`src/inc/frame_restart_sync_params.svh`:
```
// constants for the frame restart and scan counter block
`ifndef FRAME_RESTART_SYNC_PARAMS_SVH
`define FRAME_RESTART_SYNC_PARAMS_SVH
`define MA_WIDTH 14
`define RA_WIDTH 5
`define FMT_WIDTH 8
`define SAH_WIDTH 6
`define MA_RESET 14'h0000
`define RA_RESET 5'h00
`define ADJ_RESET 5'h00
`define HTOT_RESET 8'h00
`define VTOT_RESET 8'h00
`define ROWS_RESET 5'h00
`define CLK_PERIOD_NS 20
`endif

```
`src/inc/frame_restart_sync_pkg.sv`:
```
// types for the frame restart and scan counter block
package frame_restart_sync_pkg;
  typedef enum logic [1:0] {
    SCAN_RUN,
    SCAN_ADJUST,
    SCAN_HALT
  } scan_state_t;
endpackage : frame_restart_sync_pkg

```
`src/hdl/frame_restart_sync.sv`:
```
// scan address counters with frame restart handling
//
// Contract
// restart falling edge halts counters and drives address outputs low
// restart rising edge loads outputs from start address register pair
// after release counters advance on the next character clock edge
// asynchronous release may shorten the first address period
// outside logic retimes restart edges to the character clock edge
// outside logic issues one restart pulse per mains cycle
// adjust register appends extra non-displayed scan lines each frame
// host makes frame slightly longer than the restart period
// without restart, host tunes frame time within a few percent of mains
//
// scan scheme
// - each clock is one character slot; the address steps once a slot
// - every raster line of a row starts again at the row base address
// - at a row change the address carries on past the last character
// - adjust lines follow the last row and repeat its base address
// - restart low clears both outputs and holds every counter at zero
// - the first clock with restart high loads the start address pair
// - the clock after that counts again, so a release costs no slot
// - restart is taken as retimed outside; a pin that moves between
//   clock edges only shifts the release to the next clock, so the
//   first address after release always lasts one whole clock
`include "frame_restart_sync_params.svh"
`timescale 1ns/100ps
module frame_restart_sync (
  // clock and reset
  input wire logic clk_i,
  input wire logic rst_i,
  input wire logic ce_i,
  // frame restart, active low, already retimed outside
  input wire logic frame_restart_n_i,
  // format settings
  input wire logic [`FMT_WIDTH-1:0] horiz_total_i,
  input wire logic [`FMT_WIDTH-1:0] vert_total_i,
  input wire logic [`RA_WIDTH-1:0] row_lines_i,
  input wire logic [`RA_WIDTH-1:0] vert_adjust_i,
  input wire logic [`SAH_WIDTH-1:0] start_address_high_i,
  input wire logic [7:0] start_address_low_i,
  // scan outputs
  output logic [`MA_WIDTH-1:0] memory_address_out_o,
  output logic [`RA_WIDTH-1:0] raster_row_out_o,
  output logic frame_end_o,
  output logic adjust_active_o
);
  //--------------------------------------------------
  // restart edges
  //--------------------------------------------------
  logic fall;
  logic rise;
  logic low;
  restart_edge_detect u_edge (
    .clk_i(clk_i),
    .rst_i(rst_i),
    .ce_i(ce_i),
    .restart_n_i(frame_restart_n_i),
    .fall_o(fall),
    .rise_o(rise),
    .low_o(low)
  );

  //--------------------------------------------------
  // scan state
  //--------------------------------------------------
  frame_restart_sync_pkg::scan_state_t state_r;
  logic [`FMT_WIDTH-1:0] hcnt_r;
  logic [`FMT_WIDTH-1:0] vcnt_r;
  logic [`RA_WIDTH-1:0] adj_r;
  logic [`MA_WIDTH-1:0] row_base_r;
  logic [`MA_WIDTH-1:0] start_addr;
  logic line_end;
  logic row_end;
  logic frame_last;
  logic in_adjust;
  logic adj_last;
  logic frame_done;

  assign start_addr = {start_address_high_i, start_address_low_i};
  assign line_end = (hcnt_r == horiz_total_i);
  assign row_end = line_end && (raster_row_out_o == row_lines_i);
  assign frame_last = row_end && (vcnt_r == vert_total_i);
  // adjust lines are whole lines counted after the last row
  assign in_adjust = (state_r == frame_restart_sync_pkg::SCAN_ADJUST);
  assign adj_last = in_adjust && (adj_r == vert_adjust_i - 5'h01);
  // last character slot of a frame, with or without adjust lines
  assign frame_done = line_end && (adj_last ||
    (state_r == frame_restart_sync_pkg::SCAN_RUN && frame_last &&
     vert_adjust_i == `ADJ_RESET));

  //--------------------------------------------------
  // scan sequence
  //--------------------------------------------------
  // rows, then adjust lines, halted while restart low
  always_ff @(posedge clk_i or posedge rst_i) begin
    if (rst_i) begin
      state_r <= frame_restart_sync_pkg::SCAN_RUN;
    end else if (ce_i) begin
      if (fall || low) begin
        state_r <= frame_restart_sync_pkg::SCAN_HALT;
      end else begin
        unique case (state_r)
          frame_restart_sync_pkg::SCAN_HALT: begin
            // release clock: scanning resumes from the start pair
            state_r <= frame_restart_sync_pkg::SCAN_RUN;
          end
          frame_restart_sync_pkg::SCAN_RUN: begin
            // after the last row, go on with adjust lines if any
            if (frame_last && vert_adjust_i != `ADJ_RESET) begin
              state_r <= frame_restart_sync_pkg::SCAN_ADJUST;
            end
          end
          frame_restart_sync_pkg::SCAN_ADJUST: begin
            if (line_end && adj_r == vert_adjust_i - 5'h01) begin
              state_r <= frame_restart_sync_pkg::SCAN_RUN;
            end
          end
        endcase
      end
    end
  end

  //--------------------------------------------------
  // character and row counters
  //--------------------------------------------------
  // character slot within the line, row within the frame, adjust line
  always_ff @(posedge clk_i or posedge rst_i) begin
    if (rst_i) begin
      hcnt_r <= `HTOT_RESET;
      vcnt_r <= `VTOT_RESET;
      adj_r <= `ADJ_RESET;
    end else if (ce_i) begin
      // restart low or its release starts every count afresh
      if (low || rise) begin
        hcnt_r <= `HTOT_RESET;
        vcnt_r <= `VTOT_RESET;
        adj_r <= `ADJ_RESET;
      end else if (line_end) begin
        hcnt_r <= `HTOT_RESET;
        if (state_r == frame_restart_sync_pkg::SCAN_ADJUST) begin
          // one more adjust line done; wrap after the last one
          adj_r <= adj_r + 5'h01;
          if (adj_r == vert_adjust_i - 5'h01) begin
            vcnt_r <= `VTOT_RESET;
            adj_r <= `ADJ_RESET;
          end
        end else if (row_end) begin
          vcnt_r <= frame_last ? `VTOT_RESET : vcnt_r + 8'h01;
        end
      end else begin
        // next character slot of the line
        hcnt_r <= hcnt_r + 8'h01;
      end
    end
  end

  //--------------------------------------------------
  // memory address and raster row outputs
  //--------------------------------------------------
  // address steps per character; lines of a row repeat the row base
  always_ff @(posedge clk_i or posedge rst_i) begin
    if (rst_i) begin
      memory_address_out_o <= `MA_RESET;
      raster_row_out_o <= `RA_RESET;
      row_base_r <= `MA_RESET;
    end else if (ce_i) begin
      // restart low: hold everything at zero
      if (low) begin
        memory_address_out_o <= `MA_RESET;
        raster_row_out_o <= `RA_RESET;
        row_base_r <= `MA_RESET;
      end else if (rise) begin
        // release: first address is the start pair for one whole clock
        memory_address_out_o <= start_addr;
        raster_row_out_o <= `RA_RESET;
        row_base_r <= start_addr;
      end else if (line_end) begin
        // restart line at row base, or step to next row
        if (state_r == frame_restart_sync_pkg::SCAN_ADJUST) begin
          // adjust line: same base, next line, start pair after the last
          raster_row_out_o <= raster_row_out_o + 5'h01;
          memory_address_out_o <= row_base_r;
          if (adj_r == vert_adjust_i - 5'h01) begin
            memory_address_out_o <= start_addr;
            row_base_r <= start_addr;
            raster_row_out_o <= `RA_RESET;
          end
        end else if (frame_last && vert_adjust_i == `ADJ_RESET) begin
          // frame over with no adjust lines: back to the start pair
          memory_address_out_o <= start_addr;
          row_base_r <= start_addr;
          raster_row_out_o <= `RA_RESET;
        end else if (frame_last) begin
          // frame over: adjust lines repeat the last row base
          memory_address_out_o <= row_base_r;
          raster_row_out_o <= `RA_RESET;
        end else if (row_end) begin
          // next row carries on after the last character
          memory_address_out_o <= memory_address_out_o + 14'h0001;
          row_base_r <= memory_address_out_o + 14'h0001;
          raster_row_out_o <= `RA_RESET;
        end else begin
          // next raster line of the same row
          memory_address_out_o <= row_base_r;
          raster_row_out_o <= raster_row_out_o + 5'h01;
        end
      end else begin
        // inside a line: next character
        memory_address_out_o <= memory_address_out_o + 14'h0001;
      end
    end
  end

  //--------------------------------------------------
  // frame status flags
  //--------------------------------------------------
  // a restart cuts the frame short, so no end pulse is given for it
  always_ff @(posedge clk_i or posedge rst_i) begin
    if (rst_i) begin
      frame_end_o <= 1'b0;
      adjust_active_o <= 1'b0;
    end else if (ce_i) begin
      frame_end_o <= ~low && ~rise && frame_done;
      adjust_active_o <= in_adjust;
    end
  end
endmodule : frame_restart_sync

```
`src/hdl/restart_edge_detect.sv`:
```
// restart input edge detector
`timescale 1ns/100ps
module restart_edge_detect (
  // clock and reset
  input wire logic clk_i,
  input wire logic rst_i,
  input wire logic ce_i,
  // restart level
  input wire logic restart_n_i,
  // edge pulses and restart low level
  output logic fall_o,
  output logic rise_o,
  output logic low_o
);
  logic prev_r;

  // previous level, idle high
  always_ff @(posedge clk_i or posedge rst_i) begin
    if (rst_i) begin
      prev_r <= 1'b1;
    end else if (ce_i) begin
      prev_r <= restart_n_i;
    end
  end

  // combinational edges so the counters act in the same cycle
  assign fall_o = prev_r & ~restart_n_i;
  assign rise_o = ~prev_r & restart_n_i;
  assign low_o = ~restart_n_i;
endmodule : restart_edge_detect

```
`config.mk`:
```
export PLATFORM = sky130hd
export DESIGN_NAME = frame_restart_sync
export DESIGN_NICKNAME = d
export VERILOG_FILES = /design/src/inc/frame_restart_sync_pkg.sv /design/src/hdl/frame_restart_sync.sv /design/src/hdl/restart_edge_detect.sv
export VERILOG_INCLUDE_DIRS = /design/src /design/src/inc
export SDC_FILE = /design/constraint.sdc
export NUM_CORES = 1
export LEC_CHECK = 0
export BUFFER_PORTS_ARGS = -buffer_cell sky130_fd_sc_hd__clkbuf_2
export CORE_ASPECT_RATIO = 2
export CORE_UTILIZATION = 40
export DETAILED_ROUTE_END_ITERATION = 8
export RECOVER_POWER = 50
export SLEW_MARGIN = 20
export SYNTH_ARGS = -nofsm -noshare
export SYNTH_HDL_FRONTEND = slang
export SYNTH_SLANG_ARGS = --single-unit
```
`constraint.sdc`:
```
create_clock -name clk_i -period 2.4 [get_ports clk_i]
set_clock_uncertainty 0.05 [all_clocks]
set_input_delay 0.12 -clock clk_i [delete_from_list [all_inputs] [get_ports clk_i]]
set_output_delay 0.12 -clock clk_i [all_outputs]
set_load 0.02 [all_outputs]
```
==> qor.yml <==
rsz0062_at_grt: "true"
finalWorstSetupSlack_ps: 63.6
critPathLaunch: "vcnt_r[5]"
grt_pass1_vias: 4841
worst-endpoint-required_ps: 2570
worst_ep_arrival_time_ps: 2510
ios: 65
cts_inserted_buffers: 9
drive_above_1_share: 0.264
numPortBuffers: 64
met1_usage: 0.279
antenna_found_initial: 0
via_count: 4732
synth-seq-cells: 59
crit_path_end_kind: "register"
yosysTopAreaCell: "dfrtp_1"
diodes: 0
rows: 54
drtAntennaViolNets: 0
route.detailed.drc: 0
gp_congestion: 0.921
syn_nets: 585
drt_iter0_drc: 267
grt_start_max_net_pins: 60
clk_path_buf_depth: 2
yosysTopAreaCellShare: 0.323
grt_use_met2: 0.494
clkSinkCount: 59
dr.pass1.iters: 5
ys_seq_area_frac: 0.329
tightestPinTransition_ps: 1590
cp_max_fo: 8
grt_usage: 0.267
die_area_um2: 11700
gr-usage-met3: 0.0384
period_share: 0.974
crit_type: "register to register"
cts-htree-levels: 3
min_period_ps: 2340
initial_utilization: 0.411
async_flop_share: 1.00
hold_start: "start_address_high_i[5]"
finalSetupViolCount: 0
nets: 693
drv_cap: 1
yosys_warnings: 0
synth_flop_cell: "dfrtp_1"
top_usage_layer: "met2"
dp_hpwl_mm: 11.1
die_w_um: 77.0
finalHoldViolations: 0
finalMaxSlewViolations: 60
slew_headroom: -0.0575
wire_per_inst_um: 18.9
grt_pass1_wl_mm: 24.4
clk_latency_ps: 340
place_ws_ps: -40.5
cp-start-kind: "register"
violations: "max-capacitance violations, max-slew violations"
final_common_cell: "clkbuf_2"
final_cell_mix: "clkbuf_2, dfrtp_1, buf_4, nand2_1, o21ai_0"
power_leakage_nw: 2.51
synth_cells: 535
post_drt_via_cell_ratio: 6.01
r2r_start: "vcnt_r[5]"
max-vdd-ir-drop_v: 0.000366
synth_edf_count: 0
cts_tree: "built"
yosys-top-cells-area: "dfrtp_1, o21ai_0, xor2_1"
max_freq_mhz: 428
clk_pin_slew_worst_paths_ps: 50
area_growth_pct: 26.2
die_y_um: 152
syn_area_um2: 4500
min-delay-path-class: "input port to register"
finalWirelength_mm: 14.9
coreArea_um2: 10900
grt_overflow: 0
synth_cell_types: 74
clockRootBuffer: "clkbuf_16"
synth.avg_cell_area_um2: 8.41
n_fill_cell: 1053
status: "complete, but fails checks"
powerDensity_nw_per_um2: 540
final_util: 0.519
tns_ps: 0
## repair_timing
action | 4_1_cts | 5_1_grt
endpoints found under the hold margin | 58 | 0
resized for setup | 1 | 15
hold buffers | 1 | 0
pin swaps | 0 | 10
setup endpoints to repair | 3 | 28
buffers inserted | 0 | 2
## final timing paths
path                            cells past startpoint               to  slack (ps)
worst min register to register                      1  adjust_active_o         450
worst min-delay path                                3   row_base_r[13]          30
min in group asynchronous                           4        hcnt_r[2]         820
max in group asynchronous                           4   row_base_r[11]         540
worst max register to register                      8    row_base_r[5]          60
worst max-delay path                                8    row_base_r[5]          60
## layout make-up
cell class / instances / area (µm²) / area share
clock buffers: 14 / 274 / 0.0483
clock inverters: 2 / 35.0 / 0.00617
inverters: 15 / 56.3 / 0.00992
multi-input cells: 436 / 2900 / 0.511
flip-flops and latches: 59 / 1480 / 0.260
well taps: 140 / 175 / 0.0309
repair buffers: 122 / 757 / 0.133
## cells by family (layout without fill, tap and decap cells)
logic type               Yosys count  count (layout)  share of synthesized area
AND/OR/NAND/NOR                  194             194                      0.225
AO/OA/AOI/OAI                    180             180                      0.277
flip-flops                        59              59                      0.329
XOR/XNOR                          42              42                     0.0818
buffers and inverters             40             153                     0.0392
multiplexers                      14              14                     0.0320
adder cells (fa/ha/maj)            6               6                     0.0167
## cells in the mapped netlist, drive strengths merged (3+ instances only)
| cell | count |
|---|---|
| o21ai | 69 |
| dfrtp | 58 |
| nand2 | 53 |
| nor2 | 50 |
| a21oi | 33 |
| xor2 | 24 |
| nand3 | 22 |
| clkbuf | 19 |
| xnor2 | 18 |
| inv | 15 |
| nor2b | 13 |
| o31ai | 12 |
| mux2i | 11 |
| a221oi | 9 |
| and3 | 9 |
| nand4 | 9 |
| a211o | 8 |
| nor3 | 7 |
| a211oi | 6 |
| buf | 6 |
| ha | 6 |
| nand2b | 6 |
| a31oi | 5 |
| nor4 | 5 |
| or3 | 5 |
| a2111oi | 3 |
| a21o | 3 |
| a32oi | 3 |
| a41oi | 3 |
| and2 | 3 |
| and4 | 3 |
| mux2 | 3 |
| o21a | 3 |
| or2 | 3 |
## routing by layer
metal  routed length [µm]  part of all wire
met5                    0                 0
met2                 7970              0.54
met4                  687             0.046
met1                 5580              0.38
met3                  628             0.042
## report_power, final
part	internal [mW]	switching, mW	total, mW	leakage [nW]
registers	1.06	0.0642	1.12	0.798
logic	0.234	0.355	0.589	1.56
clock network	0.888	0.469	1.36	0.153
total	2.18	0.889	3.07	2.51
## worst max-delay path: stages (launching register included)
cell,delay [ps]
dfrtp_1,420
xnor2_1,190
nand4_1,200
or2_4,360
buf_4,160
mux2_2,260
nor3_1,210
a221oi_2,80
a221oi_1,290
## registers in the layout (all words and copies together), names as in the netlist
signal / flops
row_base_r: 14
vcnt_r: 8
hcnt_r: 8
memory_address_out_o: 14
state_r: 2
adj_r: 5
raster_row_out_o: 5
frame_end_o: 1
adjust_active_o: 1
u_edge.prev_r: 1
## stage by stage
step           hold WS (ps)  area [µm²]  std cells  power (mW)
5_1_grt                42.3        5680        788        3.19
2_1_floorplan           225        4500        535        1.48
3_3_place_gp            145        5300        769        1.70
6_report               33.4        5680        788        3.07
3_5_place_dp            151        5300        769        1.72
4_1_cts                26.6        5620        786        3.08
Note: power is estimated with default switching activity, not from simulation.
